<file path="src/rtl/sar_adc_sequencer_regs.vh">
// register offsets, field positions and timing counts of the converter sequencer
`ifndef SAR_ADC_SEQUENCER_REGS_VH
`define SAR_ADC_SEQUENCER_REGS_VH

`define ADC_CTRL1_OFS       8'h00
`define ADC_CTRL2_OFS       8'h04
`define ADC_CTRL3_OFS       8'h08
`define ADC_INSEL_OFS       8'h0C
`define ADC_SCAN_OFS        8'h10
`define ADC_STAT_OFS        8'h14
`define ADC_BUF_OFS         8'h40

`define CTRL1_ON_BIT        15
`define CTRL1_FMT_HI        9
`define CTRL1_FMT_LO        8
`define CTRL1_TRIG_HI       7
`define CTRL1_TRIG_LO       5
`define CTRL1_SIM_BIT       3
`define CTRL1_SAMPLE_CTRL_BIT      1
`define CTRL1_DONE_BIT      0

`define CTRL2_SCAN_BIT      10
`define CTRL2_CHANNEL_COUNT_SEL_HI       9
`define CTRL2_CHANNEL_COUNT_SEL_LO       8
`define CTRL2_HALF_BIT      7
`define CTRL2_SEQ_PER_IRQ_HI       5
`define CTRL2_SEQ_PER_IRQ_LO       2
`define CTRL2_SPLIT_BIT     1
`define CTRL2_ALT_BIT       0

`define CTRL3_AUTO_SAMPLE_CLOCKS_HI       12
`define CTRL3_AUTO_SAMPLE_CLOCKS_LO       8
`define CTRL3_DIV_HI        5
`define CTRL3_DIV_LO        0

`define STAT_IRQ_BIT        0

`define TRIG_SOFT           3'h0
`define TRIG_EXT_INT        3'h1
`define TRIG_TIMER          3'h2
`define TRIG_PWM            3'h3
`define TRIG_AUTO           3'h7

`define CONV_TADS           5'h0C
`define SYNC_TADS           5'h02
`define REG_RESET           16'h0000

`endif

</file>
<file path="src/rtl/sar_adc_sequencer.v">
// sequencer, result buffer and wishbone slave of the 10-bit converter
`timescale 1ns/1ps
`default_nettype none
`include "sar_adc_sequencer_regs.vh"

// What this block does
// - sixteen inputs feed four sample-and-hold channels, one 10-bit converter
// - sixteen 10-bit result words, readable by software, never writable
// - setting sample control starts acquisition; chosen trigger starts conversion
// - each result is stored; flag and done set after programmed sequences
// - simultaneous select 0 samples in turn; 1 samples together, converts in turn
// - channel count picks channel 0, channels 0-1, or channels 0-3
// - sequences per interrupt field selects one to sixteen sequences
// - split mode uses two eight-word halves, swapped at each interrupt
// - alternate select toggles mux A and mux B on successive sequences
// - scan steps channel 0 over mask inputs, lowest first, restart at interrupt
// - three-bit trigger field picks software, auto, timer, pwm or external
// - software trigger: clearing sample control starts the conversion
// - auto trigger: convert after auto-sample clocks of acquisition
// - auto trigger with count one gives thirteen clock periods per sample
// - non-auto triggers add synchronising clock periods before converting
// - clearing converter on aborts conversion, buffer keeps last result
// - clearing converter on beats a coincident automatic start
// - after abort, sequencing resumes at next channel; simultaneous mode restarts the group at channel 0
// - conversion takes twelve periods; period is half cycle times divider+1
// - buffer reads apply one of four output formats
module sar_adc_sequencer (
    input  wire        clk_i,
    input  wire        rst_i,
    input  wire        cyc_i,
    input  wire        stb_i,
    input  wire        we_i,
    input  wire [7:0]  adr_i,
    input  wire [3:0]  sel_i,
    input  wire [31:0] dat_i,
    output reg  [31:0] dat_o,
    output reg         ack_o,
    input  wire [2:0]  trig_i,
    input  wire [9:0]  adc_result_i,
    output reg  [3:0]  ch0_input_o,
    output reg         mux_b_o,
    output reg  [3:0]  sample_hold_o,
    output reg         conv_busy_o,
    output reg  [1:0]  conv_chan_o,
    output reg         irq_o
);

    localparam [3:0] S_IDLE = 4'b0001;
    localparam [3:0] S_SAMPLE_CTRL = 4'b0010;
    localparam [3:0] S_SYNC = 4'b0100;
    localparam [3:0] S_CONV = 4'b1000;

    // configuration and status
    reg        converter_on_q;
    reg [1:0]  output_format_sel_q;
    reg [2:0]  trigger_source_sel_q;
    reg        simultaneous_sample_sel_q;
    reg        sample_ctrl_q;
    reg        done_q;
    reg        ch0_scan_enable_q;
    reg [1:0]  channel_count_sel_q;
    reg [3:0]  seq_per_irq_q;
    reg        buffer_split_mode_q;
    reg        alternate_mux_sel_q;
    reg [4:0]  auto_sample_clocks_q;
    reg [5:0]  conv_clock_divider_q;
    reg [3:0]  ch0_a_q;
    reg [3:0]  ch0_b_q;
    reg [15:0] scan_input_mask_q;
    reg        conv_irq_flag_q;

    // sequencer state
    reg [3:0]  state_q;
    reg [5:0]  tad_cnt_q;
    reg [4:0]  ph_q;
    reg [1:0]  ch_q;
    reg [3:0]  wr_ptr_q;
    reg        half_q;
    reg [3:0]  seq_cnt_q;
    reg        use_b_q;
    reg [4:0]  scan_pos_q;
    reg        trig_prev_q;

    reg [9:0]  result_buffer [0:15];

    wire        tad_tick;
    wire [1:0]  last_ch;
    wire        trig_now;
    wire        conv_end;
    wire        group_end;
    wire [3:0]  scan_sel;
    wire        bus_req;
    wire        bus_wr;
    wire [15:0] wd;

    // 00 one channel, 01 two channels, 1x four channels
    function [1:0] last_chan;
        input [1:0] channel_count_sel;
        begin
            last_chan = channel_count_sel[1] ? 2'h3 : {1'b0, channel_count_sel[0]};
        end
    endfunction

    // lowest mask bit at or above pos, wrapping to the lowest set bit
    function [3:0] scan_pick;
        input [15:0] mask;
        input [4:0]  pos;
        integer      i;
        reg          hit;
        begin
            scan_pick = 4'h0;
            hit = 1'b0;
            for (i = 15; i >= 0; i = i - 1) begin
                if (mask[i]) begin
                    if (i >= pos) begin
                        scan_pick = i[3:0];
                        hit = 1'b1;
                    end else if (!hit) begin
                        scan_pick = i[3:0];
                    end
                end
            end
            if (!hit) begin
                for (i = 15; i >= 0; i = i - 1) begin
                    if (mask[i]) begin
                        scan_pick = i[3:0];
                    end
                end
            end
        end
    endfunction

    function [15:0] fmt_word;
        input [9:0] d;
        input [1:0] f;
        begin
            case (f)
                2'h0: fmt_word = {6'h00, d};
                2'h1: fmt_word = {{6{~d[9]}}, ~d[9], d[8:0]};
                2'h2: fmt_word = {d, 6'h00};
                default: fmt_word = {~d[9], d[8:0], 6'h00};
            endcase
        end
    endfunction

    // byte-lane merge of a 16-bit register
    function [15:0] merge16;
        input [15:0] old;
        input [15:0] nw;
        input [1:0]  sel;
        begin
            merge16 = {sel[1] ? nw[15:8] : old[15:8],
                       sel[0] ? nw[7:0] : old[7:0]};
        end
    endfunction

    assign bus_req = cyc_i && stb_i && !ack_o;
    assign bus_wr  = bus_req && we_i;
    assign wd      = dat_i[15:0];
    // converter clock period is (divider + 1) half instruction cycles
    assign tad_tick  = (state_q != S_IDLE) &&
                       (tad_cnt_q == conv_clock_divider_q);
    assign last_ch   = last_chan(channel_count_sel_q);
    assign trig_now  = (trigger_source_sel_q == `TRIG_EXT_INT) ? trig_i[0] :
                       (trigger_source_sel_q == `TRIG_TIMER)   ? trig_i[1] :
                       (trigger_source_sel_q == `TRIG_PWM)     ? trig_i[2] :
                       1'b0;
    assign conv_end  = (state_q == S_CONV) && tad_tick &&
                       (ph_q == `CONV_TADS - 5'h01) && converter_on_q;
    assign group_end = conv_end && (ch_q == last_ch);
    assign scan_sel  = scan_pick(scan_input_mask_q, scan_pos_q);

    // result store; a partial conversion never writes, so an abort
    // leaves the last completed result in place
    always @(posedge clk_i) begin
        if (conv_end) begin
            result_buffer[wr_ptr_q] <= adc_result_i;
        end
    end

    always @(posedge clk_i) begin
        if (rst_i) begin
            converter_on_q            <= 1'b0;
            output_format_sel_q       <= 2'h0;
            trigger_source_sel_q      <= 3'h0;
            simultaneous_sample_sel_q <= 1'b0;
            sample_ctrl_q             <= 1'b0;
            done_q                    <= 1'b0;
            ch0_scan_enable_q         <= 1'b0;
            channel_count_sel_q       <= 2'h0;
            seq_per_irq_q             <= 4'h0;
            buffer_split_mode_q       <= 1'b0;
            alternate_mux_sel_q       <= 1'b0;
            auto_sample_clocks_q      <= 5'h00;
            conv_clock_divider_q      <= 6'h00;
            ch0_a_q                   <= 4'h0;
            ch0_b_q                   <= 4'h0;
            scan_input_mask_q         <= `REG_RESET;
            conv_irq_flag_q           <= 1'b0;
            state_q                   <= S_IDLE;
            tad_cnt_q                 <= 6'h00;
            ph_q                      <= 5'h00;
            ch_q                      <= 2'h0;
            wr_ptr_q                  <= 4'h0;
            half_q                    <= 1'b0;
            seq_cnt_q                 <= 4'h0;
            use_b_q                   <= 1'b0;
            scan_pos_q                <= 5'h00;
            trig_prev_q               <= 1'b0;
        end else begin
            trig_prev_q <= trig_now;
            if (state_q == S_IDLE || tad_tick) begin
                tad_cnt_q <= 6'h00;
            end else begin
                tad_cnt_q <= tad_cnt_q + 6'h01;
            end
            if (tad_tick) begin
                ph_q <= ph_q + 5'h01;
            end

            // off always wins, even over an automatic start this cycle
            if (!converter_on_q) begin
                state_q       <= S_IDLE;
                sample_ctrl_q <= 1'b0;
                ph_q          <= 5'h00;
                if (state_q == S_CONV) begin
                    if (simultaneous_sample_sel_q) begin
                        ch_q <= 2'h0;
                    end else if (ch_q != last_ch) begin
                        ch_q <= ch_q + 2'h1;
                    end else begin
                        ch_q <= 2'h0;
                    end
                end
            end else begin
                case (state_q)
                    S_IDLE: begin
                        if (sample_ctrl_q) begin
                            state_q <= S_SAMPLE_CTRL;
                            ph_q    <= 5'h00;
                        end
                    end
                    S_SAMPLE_CTRL: begin
                        if (trigger_source_sel_q == `TRIG_AUTO) begin
                            if (tad_tick && ph_q + 5'h01 >=
                                auto_sample_clocks_q) begin
                                state_q <= S_CONV;
                                ph_q    <= 5'h00;
                            end
                        end else if (trigger_source_sel_q == `TRIG_SOFT) begin
                            if (!sample_ctrl_q) begin
                                state_q <= S_SYNC;
                                ph_q    <= 5'h00;
                            end
                        end else if (trig_now && !trig_prev_q) begin
                            sample_ctrl_q <= 1'b0;
                            state_q       <= S_SYNC;
                            ph_q          <= 5'h00;
                        end
                    end
                    S_SYNC: begin
                        if (tad_tick && ph_q == `SYNC_TADS - 5'h01) begin
                            state_q <= S_CONV;
                            ph_q    <= 5'h00;
                        end
                    end
                    S_CONV: begin
                        if (conv_end) begin
                            ph_q     <= 5'h00;
                            wr_ptr_q <= wr_ptr_q + 4'h1;
                            if (!group_end) begin
                                ch_q <= ch_q + 2'h1;
                                // held samples convert back to back
                                if (!simultaneous_sample_sel_q) begin
                                    state_q <= sample_ctrl_q ? S_SAMPLE_CTRL
                                                             : S_IDLE;
                                end
                            end else begin
                                ch_q    <= 2'h0;
                                state_q <= sample_ctrl_q ? S_SAMPLE_CTRL : S_IDLE;
                                use_b_q <= alternate_mux_sel_q &&
                                           !use_b_q;
                                scan_pos_q <= {1'b0, scan_sel} + 5'h01;
                                seq_cnt_q  <= seq_cnt_q + 4'h1;
                                if (seq_cnt_q == seq_per_irq_q) begin
                                    seq_cnt_q  <= 4'h0;
                                    done_q     <= 1'b1;
                                    scan_pos_q <= 5'h00;
                                    if (buffer_split_mode_q) begin
                                        half_q   <= !half_q;
                                        wr_ptr_q <= {!half_q, 3'h0};
                                    end else begin
                                        wr_ptr_q <= 4'h0;
                                    end
                                end
                            end
                        end
                    end
                    default: begin
                        state_q <= S_IDLE;
                    end
                endcase
            end

            // software writes; configuration stays legal only while off
            if (bus_wr && sel_i[1:0] != 2'h0) begin
                case (adr_i)
                    `ADC_CTRL1_OFS: begin
                        if (sel_i[1]) begin
                            converter_on_q      <= wd[`CTRL1_ON_BIT];
                            output_format_sel_q <=
                                wd[`CTRL1_FMT_HI:`CTRL1_FMT_LO];
                        end
                        if (sel_i[0]) begin
                            trigger_source_sel_q <=
                                wd[`CTRL1_TRIG_HI:`CTRL1_TRIG_LO];
                            simultaneous_sample_sel_q <= wd[`CTRL1_SIM_BIT];
                            sample_ctrl_q <= wd[`CTRL1_SAMPLE_CTRL_BIT];
                            if (!wd[`CTRL1_DONE_BIT]) begin
                                done_q <= 1'b0;
                            end
                        end
                    end
                    `ADC_CTRL2_OFS: begin
                        if (sel_i[1]) begin
                            ch0_scan_enable_q   <= wd[`CTRL2_SCAN_BIT];
                            channel_count_sel_q <=
                                wd[`CTRL2_CHANNEL_COUNT_SEL_HI:`CTRL2_CHANNEL_COUNT_SEL_LO];
                        end
                        if (sel_i[0]) begin
                            seq_per_irq_q <=
                                wd[`CTRL2_SEQ_PER_IRQ_HI:`CTRL2_SEQ_PER_IRQ_LO];
                            buffer_split_mode_q <= wd[`CTRL2_SPLIT_BIT];
                            alternate_mux_sel_q <= wd[`CTRL2_ALT_BIT];
                        end
                    end
                    `ADC_CTRL3_OFS: begin
                        if (sel_i[1]) begin
                            auto_sample_clocks_q <=
                                wd[`CTRL3_AUTO_SAMPLE_CLOCKS_HI:`CTRL3_AUTO_SAMPLE_CLOCKS_LO];
                        end
                        if (sel_i[0]) begin
                            conv_clock_divider_q <=
                                wd[`CTRL3_DIV_HI:`CTRL3_DIV_LO];
                        end
                    end
                    `ADC_INSEL_OFS: begin
                        if (sel_i[0]) begin
                            ch0_a_q <= wd[3:0];
                            ch0_b_q <= wd[7:4];
                        end
                    end
                    `ADC_SCAN_OFS: begin
                        scan_input_mask_q <=
                            merge16(scan_input_mask_q, wd, sel_i[1:0]);
                    end
                    `ADC_STAT_OFS: begin
                        if (sel_i[0] && wd[`STAT_IRQ_BIT]) begin
                            conv_irq_flag_q <= 1'b0;
                        end
                    end
                    default: begin
                    end
                endcase
            end
            // a new interrupt event outranks a clear in the same cycle
            if (group_end && seq_cnt_q == seq_per_irq_q) begin
                conv_irq_flag_q <= 1'b1;
                done_q          <= 1'b1;
            end
        end
    end

    // wishbone answer: ack one cycle after the strobe, dropped the next
    always @(posedge clk_i) begin
        if (rst_i) begin
            ack_o <= 1'b0;
            dat_o <= 32'h00000000;
        end else begin
            ack_o <= bus_req;
            dat_o <= 32'h00000000;
            if (bus_req && !we_i) begin
                if (adr_i[7:6] == 2'h1 && adr_i[1:0] == 2'h0) begin
                    dat_o <= {16'h0000, fmt_word(result_buffer[adr_i[5:2]],
                                                 output_format_sel_q)};
                end else begin
                    case (adr_i)
                        `ADC_CTRL1_OFS: dat_o <= {16'h0000,
                            converter_on_q, 5'h00, output_format_sel_q,
                            trigger_source_sel_q, 1'b0,
                            simultaneous_sample_sel_q, 1'b0,
                            sample_ctrl_q, done_q};
                        `ADC_CTRL2_OFS: dat_o <= {16'h0000, 5'h00,
                            ch0_scan_enable_q, channel_count_sel_q, half_q,
                            1'b0, seq_per_irq_q, buffer_split_mode_q,
                            alternate_mux_sel_q};
                        `ADC_CTRL3_OFS: dat_o <= {16'h0000, 3'h0,
                            auto_sample_clocks_q, 2'h0, conv_clock_divider_q};
                        `ADC_INSEL_OFS: dat_o <= {24'h000000, ch0_b_q, ch0_a_q};
                        `ADC_SCAN_OFS:  dat_o <= {16'h0000, scan_input_mask_q};
                        `ADC_STAT_OFS:  dat_o <= {31'h00000000,
                                                  conv_irq_flag_q};
                        default:        dat_o <= 32'h00000000;
                    endcase
                end
            end
        end
    end

    // analog-side controls, registered
    always @(posedge clk_i) begin
        if (rst_i) begin
            ch0_input_o   <= 4'h0;
            mux_b_o       <= 1'b0;
            sample_hold_o <= 4'h0;
            conv_busy_o   <= 1'b0;
            conv_chan_o   <= 2'h0;
            irq_o         <= 1'b0;
        end else begin
            mux_b_o <= use_b_q;
            if (ch0_scan_enable_q && !use_b_q) begin
                ch0_input_o <= scan_sel;
            end else begin
                ch0_input_o <= use_b_q ? ch0_b_q : ch0_a_q;
            end
            if (state_q == S_SAMPLE_CTRL || state_q == S_SYNC) begin
                if (simultaneous_sample_sel_q) begin
                    sample_hold_o <= channel_count_sel_q[1] ? 4'hF :
                                     channel_count_sel_q[0] ? 4'h3 :
                                     4'h1;
                end else begin
                    sample_hold_o <= 4'h1 << ch_q;
                end
            end else begin
                sample_hold_o <= 4'h0;
            end
            conv_busy_o <= (state_q == S_CONV) && converter_on_q;
            conv_chan_o <= ch_q;
            irq_o       <= conv_irq_flag_q;
        end
    end

endmodule // sar_adc_sequencer
`default_nettype wire

</file>
<file path="config.mk">
export PLATFORM = sky130hd
export DESIGN_NAME = sar_adc_sequencer
export DESIGN_NICKNAME = d
export VERILOG_FILES = /design/src/rtl/sar_adc_sequencer.v
export VERILOG_INCLUDE_DIRS = /design/src /design/src/rtl
export SDC_FILE = /design/constraint.sdc
export NUM_CORES = 1
export LEC_CHECK = 0
export ABC_AREA = 0
export BUFFER_PORTS_ARGS = -buffer_cell sky130_fd_sc_hd__buf_4
export CELL_PAD_IN_SITES_DETAIL_PLACEMENT = 1
export CELL_PAD_IN_SITES_GLOBAL_PLACEMENT = 1
export CORE_MARGIN = 2
export CORE_UTILIZATION = 49
export DETAILED_ROUTE_END_ITERATION = 6
export PLACE_DENSITY_LB_ADDON = 0.1
export SYNTH_ARGS = -nofsm -noshare
export SYNTH_HDL_FRONTEND = slang
export SYNTH_SLANG_ARGS = --single-unit
</file>
<file path="constraint.sdc">
create_clock -name clk_i -period 3.3 [get_ports clk_i]
set_input_delay 0.33 -clock clk_i [delete_from_list [all_inputs] [get_ports clk_i]]
set_output_delay 0.33 -clock clk_i [all_outputs]
set_load 0.03 [all_outputs]
</file>
==> summary.md, run 1 <==
In the detailed route, the total length drawn on met3 is 1.69 mm. The time the worst path needs with I/O delays and setup was 3.05 ns. In this run the critical register-to-register path is captured at scan_pos_q[1]. Nature of the critical path startpoint: a flop.

In this run the core area contains 58 standard-cell rows. In this run the worst setup path terminates at scan_pos_q[1]. The final count of pins violating max slew was 0.

For this run, the post-layout net count is 1180. The die outline area is 0.0265 sq mm. The routed layout has 8388 vias.

The hold violation total from the final report came out at 0. Among all flip-flop cells after synthesis, the most frequent one is edfxtp_1. For this configuration, the core starts out at a cell density of 49.5%. The cell sitting at the root of the clock tree is a clkbuf_16.

For this run, design rule violations remaining after detail routing come to 0. The logs give 8792 for the number of global-route vias before repair and 1 for the level count of the clock H-tree. Largest net degree at the start of global routing: 57. The via density per instance came out at 5.77. Clock-pin slew was measured on the worst setup and hold paths at 0.06 ns.

The total cell area at the placement stage was 0.0135 sq mm; the arrival time reported for the critical path endpoint was 3.47 ns. The start-to-end type of the worst setup path was reg -> reg. The tools report the post-route cell area as 0.0145 sq mm. The die is 163 um tall.

The run gives 0 as the final setup violation count. The post-route fraction of the period consumed by the critical path was 92.5%; the post-synthesis sequential area ratio was 57.8%. Synthesis inferred 277 register bits. The worst hold path was traced through 3 stages. The standard cell core area was 0.0250 sq mm; the ratio of cells with drive above 1 in the final layout was 23.5%. The count of flip-flops with a built-in enable after synthesis was 160; the antenna diode count was 0.

The flow ran to the end, and the final reports show no timing, DRC or antenna violations. The fraction of registers with async set/reset is 0%. Measured against its own limit, the worst slew margin works out to 47.5%. Counting along the longest clock path gives a buffer depth of 3. The tools report the weighted congestion at the end of routability-driven global placement as 0.812. The worst-case IR drop observed on VDD is 0.525 mV. For this block, the initial DRC count from the detailed router was 648. The clock drives 277 sinks. Power spread over the standard cell area amounts to 503 mW/mm^2. Across all register-to-register paths, the minimum setup slack is 0.25 ns.

The clock insertion delay at the later pin of the skew report was 0.55 ns. On the final layout, the worst clock skew is 0.00726 ns. The number of buffers added by the clock tree synthesis step was 30; the slew of the pin with the lowest slew margin was 0.783 ns.

The synthesized netlist occupies a cell area of 0.0124 sq mm. The run gives 25.7% as the overall routing resource usage. The type of the worst min-delay path is in -> reg. The average instance in the mapped netlist occupies 12.6 sq um. For the number of fillers in the final layout, the log shows 2546.

TritonCTS built the clock tree. The count of distinct cell types in the synthesized netlist was 73. The iteration count of the initial detailed-routing pass came out at 7.

After clock tree synthesis, the setup repair step added 0 buffers. On the final layout, the worst hold slack is 0.0256 ns. Signal routing reaches up to met4. For this run, the top clock speed supported by timing is 328 MHz.

Summed over all layers, the global routing overflow is 0. For the number of warnings printed during yosys synthesis, the log shows 0. The first global-routing pass estimated 51.3 mm of wire. The worst register-to-register path has a depth of 11. STA classifies the critical path endpoint as a flop. The count of nets left with antenna violations after detail routing is 0, and the number of antenna violations at the first check in global routing is 0. Detailed routing placed a total of 17.1 mm of wire on met2. Setup repair after global routing left no endpoint under its margin.

The synthesized design devotes to its leading area cell type 38.8% of total area. The count of input and output buffers is 73, and the number of buffers inserted by hold repair at cts is 0. The critical path data required time was 3.71 ns; the synthesized instance count was 985.

Summed over all layers, the routed wires come to 33.6 mm. Yosys attributes the largest share of cell area to edfxtp_1, dfxtp_1, mux4_2, mux2i_1, nor2_1. The die extent in x was 163 um; the average wire length per cell after detail routing was 23.1 um. The logs give 23.9 mm for the estimated wirelength of the detail-placed design and 108 for the boundary pin count. The startpoint identified for the worst register-to-register timing path is scan_pos_q[0]. In this run the worst path has a maximum fanout of 12. Summed over all cells, the static leakage comes to 0.00517 uW. Count of maximum capacitance violations: 0. Tracing the worst setup path back leads to its startpoint at scan_pos_q[0]. The leading area contributor after synthesis was edfxtp_1. The area growth from synthesis to layout is 17.4%.

The number of gates resized after CTS was 0. Adding up every negative setup slack in the final design gives 0 ns. For the sum of routed wire segments on met1, the log shows 13.8 mm.
==> worst min path at each step <==
| stage | from | to | slack [ns] |
|---|---|---|---|
| floorplan | rst_i | ack_o | 0.41 |
| global placement | tad_cnt_q[0] | tad_cnt_q[0] | 0.46 |
| detailed placement | tad_cnt_q[0] | tad_cnt_q[0] | 0.47 |
| CTS | dat_i[14] | scan_input_mask_q[14] | 0.01 |
| global route | dat_i[14] | scan_input_mask_q[14] | 0.04 |
| finish | dat_i[14] | scan_input_mask_q[14] | 0.03 |
==> report_power, final <==
part	switching, uW	total (uW)	internal, uW
logic	175	288	112
registers	3.88	3650	3650
clock network	1330	3360	2030
==> cell usage after synthesis (3+ instances only) <==
cell	count
a211o_1	3
a211oi_1	6
a21o_1	5
a21oi_1	45
a221oi_1	4
a222oi_1	11
a22o_1	3
a22oi_1	3
a31oi_1	11
and2_1	4
and3_1	4
buf_1	4
buf_2	11
buf_4	19
clkbuf_1	29
dfxtp_1	117
edfxtp_1	160
ha_1	18
inv_1	27
mux2_2	10
mux2i_1	56
mux4_2	51
nand2_1	65
nand2b_1	15
nand3_1	22
nand3b_1	9
nor2_1	126
nor2b_1	10
nor3_1	15
nor3_2	3
nor3b_1	5
nor4_1	5
o211a_1	4
o211ai_1	4
o21a_1	3
o21ai_0	17
o21bai_1	3
o31ai_1	4
or2_2	4
or3_1	4
xnor2_1	8
xor2_1	16
==> layer usage <==
metal | global-route usage (%) | vias to the layer above
met5 | 0 | -
met4 | 8.41 | 0
met3 | 4.20 | 62
met2 | 45.6 | 205
met1 | 31.9 | 4247
li1 | - | 3874
==> registers in the layout (all words and copies together), names as in the netlist, 5 cells and up <==
signal and cells:
auto_sample_clocks_q 5, conv_clock_divider_q 6, dat_o 16, ph_q 5
result_buffer 160, scan_input_mask_q 16, scan_pos_q 5, tad_cnt_q 6
==> cell type report <==
| class | instances | area (sq um) | area share (%) |
|---|---|---|---|
| inverters | 28 | 105 | 0.724 |
| multi-input cells | 632 | 4860 | 33.5 |
| clock inverters | 7 | 90.1 | 0.620 |
| flip-flops and latches | 277 | 7150 | 49.2 |
| clock buffers | 49 | 911 | 6.27 |
| repair buffers | 131 | 996 | 6.86 |
| well taps | 330 | 413 | 2.84 |
==> cell usage in the layout, fill, tap and decap left out, drive strengths merged, types with 8 or more instances in the layout <==
| master | instances |
|---|---|
| a21oi | 45 |
| a222oi | 11 |
| a31oi | 11 |
| buf | 131 |
| clkbuf | 49 |
| conb | 16 |
| dfxtp | 117 |
| edfxtp | 160 |
| ha | 18 |
| inv | 28 |
| mux2 | 10 |
| mux2i | 56 |
| mux4 | 51 |
| nand2 | 66 |
| nand2b | 15 |
| nand3 | 22 |
| nand3b | 9 |
| nor2 | 127 |
| nor2b | 10 |
| nor3 | 19 |
| o21ai | 19 |
| xnor2 | 8 |
| xor2 | 16 |
==> logic make-up (layout without fill, tap and decap cells) <==
group / Yosys count / in the layout / synth area share [%]
other cells: 1 / 16 / 0.0303
simple gates: 310 / 310 / 12.2
buf+inv: 91 / 215 / 3.45
mux: 117 / 117 / 14.7
flops: 277 / 277 / 57.8
fa+ha+maj: 18 / 18 / 1.82
xor+xnor: 24 / 24 / 1.70
compound gates: 147 / 147 / 8.33
==> worst max-delay path, stage by stage (launching register included) <==
cell      delay [ns]
dfxtp_1         0.54
nand2b_1        0.25
a311oi_2        0.18
or4_4           0.60
nor3_4          0.24
o21a_1          0.15
a221oi_2        0.04
a311oi_2        0.32
ha_1            0.29
nor3b_1         0.14
a21oi_1         0.11
nor2_1          0.05
==> per-stage QoR <==
step / util, % / total power, uW / cells / worst slack, ns
2_1_floorplan: - / 3900 / 1000 / 0.480
3_3_place_gp: 54.2 / 4010 / 1398 / 0.317
3_5_place_dp: 54.2 / 4010 / 1398 / 0.295
4_1_cts: 58.2 / 7370 / 1454 / 0.253
5_1_grt: 58.2 / 7520 / 1454 / 0.0576
6_report: 58.2 / 7300 / 1454 / 0.248
(Power assumes the default switching activity.)
==> inputs of run 2 (changes only) <==
- CORE_ASPECT_RATIO: unset -> 0.8
- CORE_MARGIN: 2 -> 5
- CORE_UTILIZATION: 49 -> 44
- clock period: 3.3 -> 2.5 ns (I/O delays scaled with it)
==> summary.md, run 2 (same netlist as run 1, synthesis figures left out) <==
The tools report the final count of pins violating max slew as 0 (unchanged). For the clock insertion delay at the later pin of the skew report, the log shows 0.56 ns (about the same). For the final setup violation count, the log shows 115 (+115).

The checks that failed: setup timing. The level count of the clock H-tree was 1 (unchanged). The average wire length per cell after detail routing is 24.5 um (+5.9%).

For the iteration count of the initial detailed-routing pass, the log shows 7 (unchanged). The time the worst path needs with I/O delays and setup is 2.72 ns (-0.334 ns), and the power per unit of standard cell area is 593 mW/mm^2 (+18%). The tools report the die outline area as 0.0316 sq mm (+19%). The run gives 0.0163 sq mm (+12%) as the post-route cell area.

The weighted congestion at the end of routability-driven global placement came out at 0.841 (+3.6%). The final-stage net count came out at 1298 (+10%). The worst setup path is of the reg -> reg kind.

The post-route fraction of the period consumed by the critical path was 109% (+16 points). The clock transition at the registers of the reported paths is 0.07 ns (about the same). The nature of the critical path startpoint is a flop.

The logs give 23.3% (-2.3 points) for the overall routing resource usage and 368 MHz (+12%) for the peak clock frequency supported by timing. The ratio of cells with drive above 1 in the final layout is 34.7% (+11 points). The number of buffers between clock root and the deepest sink is 3 (unchanged).

The die span in y is 160 um (-1.8%). The die extent in x works out to 197 um (+21%). Standard cell core area: 0.0275 sq mm (+10%). The count of maximum capacitance violations is 0 (unchanged). The cell total after placement is 1501 (+7.4%), and the largest voltage drop on the vdd net is 0.593 mV (+13%).

The count of input and output buffers was 73 (unchanged). The endpoint kind of the worst setup timing path is a flop. TritonCTS built the clock tree. Setup repair after global routing could not meet its margin everywhere. The tools report the largest net degree at the start of global routing as 78 (+37%). The final setup skew is 0.0109 ns (+0.00360 ns), and the number of DRC violations after detailed-routing iteration 0 is 858 (+32%). The top cell types in the final layout, fill and taps aside, are buf_4, edfxtp_1, nor2_1. The worst hold path belongs to the class in -> reg. The arrival time reported for the critical path endpoint is 3.13 ns (-0.34 ns). The tools report the root cell of the clock tree as clkbuf_16. The run gives 0 (unchanged) as the count of nets left with antenna violations after detail routing. The growth of design area from synthesis to finish is 31.5%.

result_buffer holds more flip-flops than any other register. The flip-flop count of the largest register after layout was 160 (unchanged); the boundary pin count was 108 (unchanged). The number of antenna violations at the first check in global routing is 2 (+2), and the vias after detailed routing is 9134 (+8.9%).

The largest registers in the layout are result_buffer x160, dat_o x16, scan_input_mask_q x16. The tools report the critical path data required time as 2.91 ns (-0.80 ns). The via density per instance came out at 5.69 (-1.4%). The tools report the number of clock sinks as 277 (unchanged). The tools report the global-route wire length before repair as 56.7 mm (+10%). The library cell used most frequently in the layout, excluding fill and tap cells, is buf_4. Highest fanout seen on the critical path: 7 (-5).

For the placement row count, the log shows 54 (-6.9%). The estimated wirelength of the detail-placed design came out at 26.7 mm (+12%). The final core utilization was 59.1% (+0.97 points). The tools report the static leakage as 0.00584 uW (+13%).

The flow ran to the end, but the final reports show violations. The hold violation total from the final report came out at 0 (unchanged). The effective utilization at floorplan was 45.0% (-4.6 points); the wire length after detailed routing was 39.3 mm (+17%).

The number of non-filler instances in the completed layout came out at 1605 (+10%). The slew of the pin with the lowest slew margin is 0.847 ns (+0.0640 ns). The post-layout worst setup margin is -0.218 ns (-0.466 ns).

The relative slew slack is 43.6% (-4.0 points), and the number of buffers added by the clock tree synthesis step is 28 (-6.7%). The total cell area at the placement stage came out at 0.0142 sq mm (+5.3%). For the post-placement worst setup slack, the log shows -0.334 ns (-0.629 ns).

The post-route DRC violation count came out at 0 (unchanged). The number of global-route vias before repair was 9140 (+4.0%). Overflow left after global routing: 0 (unchanged).
## run 2: worst max-delay path, stage by stage (launching register included)
cell      delay, ns
dfxtp_4        0.38
and3_4         0.21
a311oi_4       0.12
or4_4          0.59
nor3_4         0.19
o21a_1         0.15
a221oi_2       0.05
a311oi_2       0.26
ha_2           0.32
nor3b_1        0.13
a21oi_1        0.12
nor2_1         0.05
## run 2: per-stage QoR
stage	power (uW)	TNS [ns]	hold WS, ns
floorplan	5150	-3.19	0.334
global placement	5330	-3.51	0.462
detailed placement	5340	-4.71	0.473
CTS	9690	-1.58	0.0118
global route	9990	-29.65	0.0292
finish	9640	-11.60	0.0265
## run 2: path summary, 6_finish.rpt
check | startpoint | to | slack [ns] | cells past startpoint
worst max-delay path | scan_pos_q[3] | scan_pos_q[1] | -0.22 | 11
worst min-delay path | adc_result_i[4] | result_buffer[9][4] | 0.03 | 1
worst max register to register | scan_pos_q[3] | scan_pos_q[1] | -0.22 | 11
worst min register to register | done_q | done_q | 0.48 | 2
## run 2: area by class of cell
type,count,area [sq um]
fill,2729,11200
sequential,277,7170
multi-input combinational,632,5340
timing repair buffer,251,2240
clock buffer,35,758
tap,364,455
clock inverter,17,185
inverter,28,105
antenna,1,2.50
## run 2: metal layers
metal / global-route usage, % / vias up / part of all wire [%]
li1: - / 4121 / -
met1: 37.5 / 4682 / 47
met2: 33.8 / 292 / 45
met3: 3.48 / 39 / 6.1
met4: 4.10 / 0 / 1.4
met5: 0 / - / 0
## run 2: timing repair
action	4_1_cts	5_1_grt
endpoints found under the setup margin	105	183
resized for setup	52	104
hold buffers	19	0
gates cloned	1	9
setup buffers	6	17
pin swaps	21	25
hold endpoints to repair	45	0
## run 2: report_power, final
| part | switching [uW] | internal (uW) | leakage [uW] | total (uW) |
|---|---|---|---|---|
| logic | 266 | 189 | 0.00300 | 455 |
| clock network | 1810 | 2560 | 0.000453 | 4370 |
| registers | 8.69 | 4810 | 0.00239 | 4820 |
==> inputs of run 3 (changes only) <==
- MAX_ROUTING_LAYER: unset -> met4
==> summary.md, run 3 (same netlist as run 1, synthesis figures left out) <==
The number of global-route vias before repair was 9126 (-0.15%). Counting flops per register, the top entry is result_buffer. The flow ran to the end, but the final reports show violations. Largest voltage drop on the vdd net: 0.590 mV (-0.57%). The flip-flop count of the largest register after layout is 160 (unchanged), and the static leakage is 0.00584 uW (about the same). Worst reg2reg path depth: 11 (unchanged). For the number of clock sinks, the log shows 277 (unchanged).

The tools report the standard cell core area as 0.0275 sq mm (unchanged). The estimated wirelength of the detail-placed design was 26.7 mm (unchanged); the final setup violation count was 115 (unchanged). Peak clock frequency supported by timing: 366 MHz (-0.44%). The type of the worst min-delay path was in -> reg. STA classifies the critical path startpoint as a flop.

The count of maximum capacitance violations was 0 (unchanged); the power per unit of standard cell area was 593 mW/mm^2 (about the same). Post-route fraction of the period consumed by the critical path: 109% (+0.48 points). For the final count of pins violating max slew, the log shows 0 (unchanged). The endpoint with the worst hold slack is result_buffer[4][6].

The tools report the root cell of the clock tree as clkbuf_16. Global-route wire length before repair: 56.7 mm (about the same). The run gives 0.0217 ns (-0.00479 ns) as the worst hold margin. The average wire length per cell after detail routing is 24.7 um (+0.67%), and the die extent in x is 197 um (unchanged). The tools report the worst setup path startpoint as scan_pos_q[3].

The startpoint identified for the worst hold timing path is adc_result_i[6]. The tools report the effective utilization at floorplan as 45.0% (unchanged). The placement row count was 54 (unchanged); the die outline area was 0.0316 sq mm (unchanged).

Start-to-end type of the worst setup path: reg -> reg. Compared with the post-synthesis result, the final layout area differs by 31.6%. The ratio of cells with drive above 1 in the final layout was 34.9% (+0.24 points); the via density per instance was 5.72 (+0.59%). The slew of the pin with the lowest slew margin came out at 0.877 ns (+0.0306 ns).

The tools report the post-placement worst setup slack as -0.334 ns (unchanged). The post-layout total power was 9660 uW (+0.21%); the worst-case register-to-register setup slack was -0.23 ns (about the same). The biggest cell delay along the critical path came out at 0.59 ns (about the same). In the layout the commonest cells are buf_4, edfxtp_1, nor2_1. The number of buffers between clock root and the deepest sink was 3 (unchanged). TritonCTS built the clock tree. The logs give 6 (-1) for the iteration count of the initial detailed-routing pass and 2 (unchanged) for the number of antenna violations at the first check in global routing. The wire length after detailed routing is 39.6 mm (+0.67%), and the largest net degree at the start of global routing is 78 (unchanged). In this run the critical register-to-register path is launched from scan_pos_q[3]. The final-stage net count was 1298 (unchanged). The endpoint identified for the worst register-to-register timing path is scan_pos_q[1].

The number of non-filler instances in the completed layout was 1605 (unchanged); the clock transition at the registers of the reported paths was 0.07 ns (about the same). The critical path data required time was 2.91 ns (about the same). The kind of cell adding the most delay to the critical path was simple AND/OR/NAND/NOR gates.

The post-route DRC violation count came out at 0 (unchanged). For the clock insertion delay at the later pin of the skew report, the log shows 0.56 ns (about the same). The logs give 978 (+14%) for the number of DRC violations after detailed-routing iteration 0 and 0.0119 ns (+0.00101 ns) for the final setup skew.

For the count of nets left with antenna violations after detail routing, the log shows 0 (unchanged). The overall routing resource usage is 24.0% (+0.69 points). For the arrival time reported for the critical path endpoint, the log shows 3.14 ns (about the same).

Setup repair after global routing could not meet its margin everywhere. STA classifies the critical path endpoint as a flop. The hold violation total from the final report is 0 (unchanged), and the die span in y is 160 um (unchanged). The critical path goes through and3_4 -> a311oi_4 -> or4_4 -> nor3_4 -> o21a_1 -> a221oi_2 -> a311oi_2 -> ha_2 -> nor3b_1 -> a21oi_1 -> nor2_1. The logs give -11.88 ns (-0.282 ns) for the setup total negative slack and 9188 (+0.59%) for the vias after detailed routing. The relative slew slack is 41.5% (-2.0 points), and the highest fanout seen on the critical path is 7 (unchanged). The final reports fail on setup timing. The overflow left after global routing was 0 (unchanged).

For the number of buffers added by the clock tree synthesis step, the log shows 28 (unchanged). The post-layout worst setup margin is -0.230 ns (-0.0121 ns). The level count of the clock H-tree came out at 1 (unchanged). On the critical path, the stage with the largest delay is an instance of or4_4. The tools report the weighted congestion at the end of routability-driven global placement as 0.855 (+1.6%).

The count of input and output buffers was 73 (unchanged); the cell total after placement was 1501 (unchanged). The number of buffer and inverter stages on the critical path is 0 (unchanged), and the boundary pin count is 108 (unchanged). Time the worst path needs with I/O delays and setup: 2.73 ns (+0.0121 ns).

The most common cell after layout, fill and taps aside was buf_4. The instance count along the most critical hold path came out at 1 (unchanged). In the final layout, the registers with the most flip-flops are result_buffer x160, dat_o x16, scan_input_mask_q x16.
-- run 3: how the worst max path moves through the flow --
stage / to / slack, ns / cells past startpoint
floorplan: scan_pos_q[1] / -0.10 / 12
global placement: scan_pos_q[1] / -0.28 / 12
detailed placement: scan_pos_q[1] / -0.33 / 12
CTS: scan_pos_q[1] / -0.21 / 11
global route: scan_pos_q[1] / -0.39 / 11
finish: scan_pos_q[1] / -0.23 / 11
-- run 3: layer usage --
| metal | routed length (um) | up-vias | GRT usage [%] | part of all wire, % |
|---|---|---|---|---|
| met4 | 877 | 0 | 4.10 | 2.2 |
| met3 | 2500 | 62 | 3.50 | 6.3 |
| met2 | 17500 | 322 | 33.8 | 44 |
| met1 | 18700 | 4685 | 37.5 | 47 |
| met5 | 0 | - | - | 0 |
| li1 | - | 4119 | - | - |
-- run 3: where the power goes --
group	switching, uW	internal, uW
registers	8.69	4810
logic	265	189
clock network	1830	2560
-- run 3: timing repair --
item                                    in CTS  in global routing
hold buffers                                19                  0
setup buffers                                6                 17
cloned                                       1                  9
endpoints found under the setup margin     105                183
pin swaps                                   21                 28
endpoints found under the hold margin       45                  0
resized for setup                           52                108
-- run 3: area by class of cell --
type                            count  area [sq um]
Clock buffer                       35           758
Clock inverter                     17           185
Antenna cell                        1          2.50
Sequential cell                   277          7170
Fill cell                        2731         11200
Tap cell                          364           455
Inverter                           28           105
Multi-Input combinational cell    632          5360
Timing Repair Buffer              251          2240
-- run 3: through the flow --
stage	util, %	cell area, sq um
6_report	59.2	16300
5_1_grt	59.2	16300
4_1_cts	56.9	15600
3_5_place_dp	51.8	14200
3_3_place_gp	51.8	14200
2_1_floorplan	-	12500
